`src/common/qdc_pkg.sv`:
```
package qdc_pkg;

    // ========================================================
    // serial word layout
    // ========================================================
    localparam int WORD_W       = 24;
    localparam int CNT_W        = 5;
    localparam logic [CNT_W-1:0] WORD_LAST = 5'h17; // 24th bit index
    localparam int BIT_ADDR_HI  = 23;
    localparam int BIT_ADDR_LO  = 22;
    localparam int BIT_LD_HI    = 21;
    localparam int BIT_LD_LO    = 20;
    localparam int BIT_SEL_HI   = 18;
    localparam int BIT_SEL_LO   = 17;
    localparam int BIT_PD_SEL   = 16;
    localparam int CODE_MSB     = 15;
    localparam int CODE_LSB     = 4;
    localparam int CODE_W       = 12;
    localparam int PD_MODE_W    = 2;
    localparam int NUM_CH       = 4;

    // ========================================================
    // reference command words (low nibble is don't care)
    // ========================================================
    localparam logic [23:0] REF_CMD_AUTO = 24'h010000;
    localparam logic [23:0] REF_CMD_ON   = 24'h011000;
    localparam logic [23:0] REF_CMD_OFF  = 24'h012000;

    // ========================================================
    // load control codes {load_ctrl_hi, load_ctrl_lo}
    // ========================================================
    localparam logic [1:0] LD_STORE = 2'h0;
    localparam logic [1:0] LD_SINGLE = 2'h1;
    localparam logic [1:0] LD_SIMUL = 2'h2;
    localparam logic [1:0] LD_BCAST = 2'h3;

    // ========================================================
    // pin sampler indices and timing
    // ========================================================
    localparam int PIN_SYNC = 0;
    localparam int PIN_SCLK = 1;
    localparam int PIN_DIN  = 2;
    localparam int NUM_PIN  = 3;
    localparam int CLK_PERIOD_NS = 20;
    localparam int SCLK_MAX_MHZ  = 50;

    // ========================================================
    // types
    // ========================================================
    typedef enum logic [2:0] {
        ST_IDLE  = 3'h1,
        ST_SHIFT = 3'h2,
        ST_LOCK  = 3'h4
    } qdc_frame_e;

    typedef enum logic [2:0] {
        REF_AUTO = 3'h1,
        REF_ON   = 3'h2,
        REF_OFF  = 3'h4
    } qdc_ref_e;

    // one channel word: power-down flag, mode, code
    typedef struct packed {
        logic                 pd;
        logic [PD_MODE_W-1:0] pd_mode;
        logic [CODE_W-1:0]    code;
    } qdc_entry_s;

    localparam qdc_entry_s ENTRY_RST = '0;

    typedef struct packed {
        qdc_entry_s [NUM_CH-1:0] bufs;
        qdc_entry_s [NUM_CH-1:0] outs;
    } qdc_bank_s;

    typedef struct packed {
        logic [NUM_PIN-1:0] s1;
        logic [NUM_PIN-1:0] s2;
        logic [NUM_PIN-1:0] s3;
        logic [NUM_PIN-1:0] flt;
        qdc_frame_e         st;
        logic [CNT_W-1:0]   cnt;
        logic [WORD_W-1:0]  sreg;
        logic               exec;
        logic               done;
        logic               abort;
        qdc_ref_e           ref_mode;
        logic               ref_pwr;
    } qdc_top_s;

endpackage

```
`src/verilog/qdc_top.sv`:
```
//
// Contract
// (RQ1) 24-bit shift register: 8 control, 12 data, 4 ignored bits.
// (RQ2) word arrives msb first, bit 23 leading.
// (RQ3) frame select low starts write; data sampled on sclk falls.
// (RQ4) 24th falling edge captures last bit; later edges ignored.
// (RQ5) decode and execute right after 24th edge, no wait.
// (RQ6) frame select rising early discards partial word, no update.
// (RQ7) next frame begins only at next frame select falling edge.
// (RQ8) host keeps serial clock at or below 50 MHz.
// (RQ9) data code is straight binary, zero to full scale.
// (RQ10) non-broadcast words act only if bits 23,22 match straps; the code runs the three reference command words whatever the straps.
// (RQ11) host always sends bit 19 as zero.
// (RQ12) bits 18,17 select target channel.
// (RQ13) bit 16 marks word as power-down command.
// (RQ14) load 00 writes selected buffer only.
// (RQ15) load 01 writes selected buffer and output register.
// (RQ16) load 10 loads selected new, others from buffers.
// (RQ17) load 11 is broadcast, ignoring strap comparison.
// (RQ18) broadcast with bit 18 low loads all outputs from buffers.
// (RQ19) broadcast with bit 18 high applies word to all channels.
// (RQ20) word 010000h returns reference to automatic mode.
// (RQ21) word 011000h keeps reference always powered.
// (RQ22) word 012000h disables reference, tri-states its output.
// (RQ23) auto mode: reference off only when all channels down.
// (RQ24) select 00..11 map to channels a..d, bit 18 upper.
// (RQ25) reset: outputs zero-scale, reference enabled in auto mode.
// (RQ26) power-down mode taken from leading data bits.
`timescale 1ns/100ps
module qdc_top import qdc_pkg::*; #(
    parameter int N_CH = NUM_CH
) (
    // clock and reset
    input  wire logic                    clk,
    input  wire logic                    rst,
    // serial link pins
    input  wire logic                    frame_sel_n,
    input  wire logic                    sclk,
    input  wire logic                    din,
    // address straps
    input  wire logic                    addr_strap_hi,
    input  wire logic                    addr_strap_lo,
    // channel outputs
    output qdc_entry_s [NUM_CH-1:0]      chan_out,
    // reference control
    output logic                         ref_out_en,
    output logic                         ref_powered,
    output qdc_ref_e                     ref_mode,
    // frame status pulses
    output logic                         word_done,
    output logic                         frame_abort
);

    // ========================================================
    // decode helpers
    // ========================================================

    // compare a locked word with a reference command, nibble ignored
    function automatic logic is_ref_cmd(input logic [WORD_W-1:0] w,
                                        input logic [WORD_W-1:0] c);
        is_ref_cmd = (w[WORD_W-1:CODE_LSB] == c[WORD_W-1:CODE_LSB]);
    endfunction

    // channel number to one-hot strobe
    function automatic logic [NUM_CH-1:0] ch_onehot(
        input logic [1:0] sel);
        ch_onehot = NUM_CH'(1) << sel;
    endfunction

    // ========================================================
    // state
    // ========================================================
    qdc_top_s   st_q;
    qdc_top_s   st_d;

    // filtered pin levels and their edges
    logic [NUM_PIN-1:0] flt_nx;
    logic       sync_lvl;
    logic       sclk_fall;
    logic       sync_fall;
    logic       sync_rise;

    // fields of the locked word
    logic [1:0]        ld_code;
    logic [1:0]        ch_sel;
    logic              pd_sel;
    logic [CODE_W-1:0] code_fld;
    logic              is_bcast;
    logic              addr_hit;
    logic              is_ref;

    // bank strobes
    logic [NUM_CH-1:0] wr_buf;
    logic [NUM_CH-1:0] ld_out;
    logic [NUM_CH-1:0] ld_new;
    qdc_entry_s        new_entry;
    qdc_entry_s [NUM_CH-1:0] out_q;
    qdc_entry_s [NUM_CH-1:0] buf_q;
    logic              any_up;

    // ========================================================
    // edge finding on filtered levels
    // ========================================================

    // a level counts once stages two and three agree;
    // built from st_q only so the edges never loop through st_d
    always_comb begin
        for (int p = 0; p < NUM_PIN; p++) begin
            flt_nx[p] = (st_q.s2[p] == st_q.s3[p]) ? st_q.s3[p]
                                                   : st_q.flt[p];
        end
        sync_lvl  = st_q.flt[PIN_SYNC];
        sclk_fall = st_q.flt[PIN_SCLK] & ~flt_nx[PIN_SCLK];
        sync_fall = st_q.flt[PIN_SYNC] & ~flt_nx[PIN_SYNC];
        sync_rise = ~st_q.flt[PIN_SYNC] & flt_nx[PIN_SYNC];
    end

    // ========================================================
    // word fields
    // ========================================================
    // (RQ1) control, data, ignored nibble
    assign ld_code  = st_q.sreg[BIT_LD_HI:BIT_LD_LO];
    // (RQ12) (RQ24) channel select, bit 18 upper
    assign ch_sel   = st_q.sreg[BIT_SEL_HI:BIT_SEL_LO];
    // (RQ13) power-down select
    assign pd_sel   = st_q.sreg[BIT_PD_SEL];
    // (RQ9) straight binary code, no conversion
    assign code_fld = st_q.sreg[CODE_MSB:CODE_LSB];
    // (RQ17) broadcast skips address match
    assign is_bcast = (ld_code == LD_BCAST);
    // (RQ10) straps must match bits 23 and 22
    assign addr_hit = is_bcast ||
                      ((st_q.sreg[BIT_ADDR_HI] == addr_strap_hi) &&
                       (st_q.sreg[BIT_ADDR_LO] == addr_strap_lo));
    assign is_ref   = is_ref_cmd(st_q.sreg, REF_CMD_AUTO) ||
                      is_ref_cmd(st_q.sreg, REF_CMD_ON) ||
                      is_ref_cmd(st_q.sreg, REF_CMD_OFF);

    // (RQ26) power-down mode from the leading data bits
    always_comb begin
        new_entry.pd      = pd_sel;
        new_entry.pd_mode = pd_sel ? code_fld[CODE_W-1 -: PD_MODE_W]
                                   : '0;
        new_entry.code    = code_fld;
    end

    // ========================================================
    // command decode into bank strobes
    // ========================================================
    always_comb begin
        wr_buf = '0;
        ld_out = '0;
        ld_new = '0;
        // (RQ5) act in the cycle after the lock
        if (st_q.exec && addr_hit && !is_ref) begin
            case (ld_code)
                // (RQ14) buffer only
                LD_STORE: begin
                    wr_buf = ch_onehot(ch_sel);
                end
                // (RQ15) buffer and output register
                LD_SINGLE: begin
                    wr_buf = ch_onehot(ch_sel);
                    ld_out = ch_onehot(ch_sel);
                    ld_new = ch_onehot(ch_sel);
                end
                // (RQ16) selected new, others from buffers
                LD_SIMUL: begin
                    wr_buf = ch_onehot(ch_sel);
                    ld_out = '1;
                    ld_new = ch_onehot(ch_sel);
                end
                LD_BCAST: begin
                    ld_out = '1;
                    if (ch_sel[1]) begin
                        // (RQ19) word to all channels
                        wr_buf = '1;
                        ld_new = '1;
                    end
                    // (RQ18) otherwise all outputs from buffers
                end
                default: begin
                    wr_buf = '0;
                end
            endcase
        end
    end

    // ========================================================
    // channel storage
    // ========================================================
    qdc_bank u_bank (
        .clk       (clk),
        .rst       (rst),
        .wr_buf    (wr_buf),
        .ld_out    (ld_out),
        .ld_new    (ld_new),
        .new_entry (new_entry),
        .out_q     (out_q),
        .buf_q     ()
    );

    // any channel powered up keeps the auto reference alive
    always_comb begin
        any_up = 1'b0;
        for (int i = 0; i < N_CH; i++) begin
            any_up = any_up | ~out_q[i].pd;
        end
    end

    // ========================================================
    // frame engine and reference mode
    // ========================================================
    always_comb begin
        st_d       = st_q;
        // three-stage pin sampler
        st_d.s1    = {din, sclk, frame_sel_n};
        st_d.s2    = st_q.s1;
        st_d.s3    = st_q.s2;
        st_d.flt   = flt_nx;
        st_d.exec  = 1'b0;
        st_d.done  = 1'b0;
        st_d.abort = 1'b0;

        case (st_q.st)
            ST_IDLE: begin
                // (RQ3) frame select falling opens the frame
                if (sync_fall) begin
                    st_d.st  = ST_SHIFT;
                    st_d.cnt = '0;
                end
            end
            ST_SHIFT: begin
                if (sync_rise) begin
                    // (RQ6) partial word dropped
                    st_d.st    = ST_IDLE;
                    st_d.abort = 1'b1;
                end else if (sclk_fall && !sync_lvl) begin
                    // (RQ2) msb first, shift towards bit 23
                    st_d.sreg = {st_q.sreg[WORD_W-2:0], st_q.flt[PIN_DIN]};
                    st_d.cnt  = st_q.cnt + CNT_W'(1);
                    // (RQ4) 24th edge locks the word
                    if (st_q.cnt == WORD_LAST) begin
                        st_d.st   = ST_LOCK;
                        st_d.exec = 1'b1;
                        st_d.done = 1'b1;
                    end
                end
            end
            ST_LOCK: begin
                // (RQ7) only a new falling select restarts
                if (sync_fall) begin
                    st_d.st  = ST_SHIFT;
                    st_d.cnt = '0;
                end
            end
            default: begin
                st_d.st = ST_IDLE;
            end
        endcase

        // reference commands ignore straps but must match bits 23 to 4, load bits included
        if (st_q.exec) begin
            // (RQ20) back to automatic mode
            if (is_ref_cmd(st_q.sreg, REF_CMD_AUTO)) begin
                st_d.ref_mode = REF_AUTO;
            end
            // (RQ21) always powered
            if (is_ref_cmd(st_q.sreg, REF_CMD_ON)) begin
                st_d.ref_mode = REF_ON;
            end
            // (RQ22) disabled, output tri-stated
            if (is_ref_cmd(st_q.sreg, REF_CMD_OFF)) begin
                st_d.ref_mode = REF_OFF;
            end
        end

        // (RQ23) auto mode follows channel power
        case (st_q.ref_mode)
            REF_AUTO: st_d.ref_pwr = any_up;
            REF_ON:   st_d.ref_pwr = 1'b1;
            REF_OFF:  st_d.ref_pwr = 1'b0;
            default:  st_d.ref_pwr = 1'b1;
        endcase
    end

    // (RQ25) reference starts enabled in auto mode
    always_ff @(posedge clk) begin
        if (rst) begin
            st_q          <= '0;
            st_q.s1       <= '1;
            st_q.s2       <= '1;
            st_q.s3       <= '1;
            st_q.flt      <= '1;
            st_q.st       <= ST_IDLE;
            st_q.ref_mode <= REF_AUTO;
            st_q.ref_pwr  <= 1'b1;
        end else begin
            st_q <= st_d;
        end
    end

    // ========================================================
    // outputs, all from flip-flops
    // ========================================================
    assign chan_out    = out_q;
    assign ref_mode    = st_q.ref_mode;
    assign ref_powered = st_q.ref_pwr;
    assign ref_out_en  = st_q.ref_pwr;
    assign word_done   = st_q.done;
    assign frame_abort = st_q.abort;

endmodule // qdc_top

```
`src/verilog/qdc_bank.sv`:
```
`timescale 1ns/100ps
module qdc_bank import qdc_pkg::*; (
    // clock and reset
    input  wire logic                    clk,
    input  wire logic                    rst,
    // update strobes, one bit per channel
    input  wire logic [NUM_CH-1:0]       wr_buf,
    input  wire logic [NUM_CH-1:0]       ld_out,
    input  wire logic [NUM_CH-1:0]       ld_new,
    input  qdc_entry_s                   new_entry,
    // registered channel state
    output qdc_entry_s [NUM_CH-1:0]      out_q,
    output qdc_entry_s [NUM_CH-1:0]      buf_q
);

    // ========================================================
    // channel buffers and output registers
    // ========================================================
    qdc_bank_s bank_q;
    qdc_bank_s bank_d;

    // output reg takes the old buffer unless told to take new word
    always_comb begin
        bank_d = bank_q;
        for (int i = 0; i < NUM_CH; i++) begin
            if (wr_buf[i]) begin
                bank_d.bufs[i] = new_entry;
            end
            if (ld_out[i]) begin
                bank_d.outs[i] = ld_new[i] ? new_entry : bank_q.bufs[i];
            end
        end
    end

    // zero-scale, powered up after reset
    always_ff @(posedge clk) begin
        if (rst) begin
            bank_q <= {2*NUM_CH{ENTRY_RST}};
        end else begin
            bank_q <= bank_d;
        end
    end

    assign out_q = bank_q.outs;
    assign buf_q = bank_q.bufs;

endmodule // qdc_bank

```
`config.mk`:
```
export PLATFORM = sky130hd
export DESIGN_NAME = qdc_top
export DESIGN_NICKNAME = d
export VERILOG_FILES = /design/src/common/qdc_pkg.sv /design/src/verilog/qdc_top.sv /design/src/verilog/qdc_bank.sv
export SDC_FILE = /design/constraint.sdc
export NUM_CORES = 1
export LEC_CHECK = 0
export BUFFER_PORTS_ARGS = -buffer_cell sky130_fd_sc_hd__buf_4
export CORE_MARGIN = 2
export CORE_UTILIZATION = 40
export CTS_CLUSTER_DIAMETER = 40
export CTS_CLUSTER_SIZE = 28
export DETAILED_ROUTE_END_ITERATION = 8
export GPL_ROUTABILITY_DRIVEN = 1
export GPL_TIMING_DRIVEN = 0
export PLACE_DENSITY = 0.64
export SLEW_MARGIN = 20
export SYNTH_ARGS = -nofsm -noshare
export SYNTH_HDL_FRONTEND = slang
export SYNTH_SLANG_ARGS = --single-unit
export TNS_END_PERCENT = 20
```
`constraint.sdc`:
```
create_clock -name clk -period 3.8 [get_ports clk]
set_input_delay 0.38 -clock clk [delete_from_list [all_inputs] [get_ports clk]]
set_output_delay 0.38 -clock clk [all_outputs]
set_load 0.01 [all_outputs]
```
==> impl_metrics.csv <==
group,metric,value,unit
synth,synth.distinct_cells,49,
worst_setup_path,reg2reg_from,"st_q[30]",
sta,rsz0062_at_grt,"false",
floorplanning,start_util,40.5,%
synth,yosysSeqAreaShare,47.1,%
finish,area_delta_synth_final,19.6,%
finish,fill_cells,1715,
route,wirelength,20300,um
synth,synthTopCellsByArea,"dfxtp_1 47%, mux2i_1 11%, a21oi_1 6.4%",
sta,slew_viol_final,0,
finish,nets,888,
global_routing,overflow,0,
global_routing,grt_max_degree,17,
floorplanning,core_area,0.0178,mm^2
worst_setup_path,crit_required,4150,ps
floorplanning,die_w,138,um
worst_setup_path,start_kind,"flip-flop",
worst_setup_path,r2r-end,"u_bank.out_q[11]",
clock_tree,insertion_delay,430,ps
min_path,holdCritPathClass,"primary input to flip-flop",
synth,ys_ff_latch,170,
clock_tree,cts_tree,"done",
route,drcViolationCount,0,
global_routing,antenna_found_initial,0,
min_path,hold_depth,2,
finish,antennaDiodeCount,0,
worst_setup_path,worst-endpoint-arrival,3040,ps
synth,synth_area,0.00723,mm^2
global_routing,grt_pass1_vias,5738,
power_and_ir_drop,leakage,0.00326,uW
sta,fin_setup_tns,0,ps
sta,finalWorstSetupSlack,1110,ps
synth,synth-main-ff-cell,"dfxtp_1",
clock_tree,clk_pin_slew,70,ps
sta,tightest_slew,888,ps
worst_setup_path,end_kind,"flip-flop",
finish,drive_above_1_share,20.3,%
floorplanning,dieArea,0.0192,mm^2
synth,synthTopCellsByCount,"170 x dfxtp_1, 113 x nand2_1, 93 x a21oi_1",
synth,synth_top_area_cell,"dfxtp_1",
sta,setup_viol,0,
power_and_ir_drop,power.density,415,mW/mm^2
power_and_ir_drop,max-vdd-ir-drop,0.000315,V
floorplanning,pin_count,74,
place,dpl_cell_area,0.00807,mm^2
power_and_ir_drop,total_power,3590,uW
min_path,hold_end,"st_d[45]",
clock_tree,post_cts_buffers,0,
worst_setup_path,crit_start,"st_q[30]",
place,dp_hpwl,14400,um
clock_tree,clock_tree.root_cell,"clkbuf_16",
clock_tree,numCtsBuffers,17,
outcome,status,"finished clean",
sta,slew_headroom,40.5,%
global_routing,grt_pass1_wl,32100,um
synth,avgSynthCellArea,9.23,um^2
synth,yosys_warnings,0,
worst_setup_path,path_max_fanout,10,
clock_tree,ctsResizeCount,0,
floorplanning,rows,49,
run,cap_violations,0,
sta,finalHoldViolCount,0,
worst_setup_path,reg2reg_depth,6,
route,ant_nets,0,
route,firstDrtPassIters,5,
finish,final_area,0.00865,mm^2
synth,yosysMostFrequentCell,"dfxtp_1",
worst_setup_path,path_class,"flip-flop to flip-flop",
clock_tree,cts_max_path_buffers,2,
clock_tree,cts.htree.levels,4,
sta,period_share,70.7,%
clock_tree,clock-sinks,170,
sta,max_freq,372,MHz
min_path,min_from,"frame_sel_n",
route,route.vias.total,6034,
synth,synth_top_cell_area_share,47.1,%
clock_tree,cts_hold_buf,0,
synth,synth_fp_nets,796,
route,drt_iter0_markers,427,
place,port_buffers,73,
place,gp_congestion,0.866,
floorplanning,die_y,138,um
synth,syn_inst,783,
place,place_ws,1040,ps
synth,synth_edf_count,0,
global_routing,gr-usage-all-layers,21.3,%
synth,async_flop_share,0,%
sta,clock_skew,12.7,ps
sta,worst_hold_slack,133,ps
route,wl_per_cell,18.2,um
sta,fin_crit,2690,ps
route,viasPerCell,5.40,
worst_setup_path,r2r_slack,1110,ps
## cell usage in the layout (no fill, tap or decap), drive strengths merged, types with 3 or more instances in the layout
| cell | count |
|---|---|
| o211ai | 3 |
| nand3 | 35 |
| a211oi | 33 |
| a21oi | 93 |
| inv | 11 |
| nor4b | 3 |
| nor3 | 12 |
| nand4 | 5 |
| mux2i | 76 |
| and2 | 6 |
| a311oi | 32 |
| xnor2 | 3 |
| nand2 | 113 |
| dfxtp | 170 |
| o21ai | 34 |
| nor2 | 27 |
| clkbuf | 72 |
| or2 | 11 |
| nor2b | 3 |
| buf | 104 |
| ha | 6 |
| clkinv | 6 |
## cells by family after synthesis
kind of cell | count (synthesis) | share of synthesized area (%)
compound gates | 206 | 20.0
xor+xnor | 5 | 0.606
fa+ha+maj | 7 | 1.18
buf+inv | 92 | 5.92
flops | 170 | 47.1
mux | 76 | 10.5
simple gates | 227 | 14.7
## per-layer routing
metal / track usage [%] / wire length (um) / part of all wire [%] / vias to the layer above
li1: - / - / - / 2967
met1: 30.4 / 10100 / 50 / 2872
met2: 32.4 / 8860 / 44 / 170
met3: 3.95 / 988 / 4.9 / 25
met4: 7.25 / 390 / 1.9 / 0
met5: 0 / 0 / 0 / -
## worst max-delay path: stages, from the launching register on
cell,delay (ps)
dfxtp_1,340
xnor2_1,490
a21oi_1,320
nor3_2,680
clkbuf_1,420
a21oi_1,150
a211oi_2,210
## layout make-up
type / instances / area (um^2) / area share [%]
inverter: 8 / 30.0 / 0.347
clock buffer: 19 / 443 / 5.12
clock inverter: 13 / 143 / 1.65
multi-input combinational: 521 / 3400 / 39.3
tap: 229 / 287 / 3.31
sequential: 170 / 3400 / 39.3
buffer: 84 / 398 / 4.60
timing repair buffer: 73 / 548 / 6.33
## per-stage QoR
stage	util, %	std cells
6_report	48.5	1117
3_5_place_dp	45.2	1085
3_3_place_gp	45.2	1085
5_1_grt	48.5	1117
2_1_floorplan	-	783
4_1_cts	48.5	1117
## state kept, by name (all words and copies together) (netlist names), 2 cells and up
signal / count
ch_sel: 2
code_fld: 12
ld_code: 2
ref_mode: 3
st_d: 6
st_q: 22
u_bank.buf_q: 60
u_bank.out_q: 60
## power by group
part	switching, uW	internal, uW	leakage, uW	total (uW)
logic	47.7	13.8	0.00161	61.5
registers	1.80	1780	0.00137	1790
clock network	753	992	0.000284	1740
total	802	2790	0.00326	3590
## how the worst max path moves through the flow
stage	endpoint	depth (start not counted)	slack, ps
6_report	u_bank.out_q[11]	6	1110
5_1_grt	u_bank.out_q[6]	6	960
4_1_cts	u_bank.out_q[11]	6	1160
3_5_place_dp	u_bank.out_q[11]	7	1040
3_3_place_gp	u_bank.out_q[11]	7	1020
2_1_floorplan	u_bank.buf_q[16]	7	1750
No activity file was read; power rests on OpenSTA's default activity.
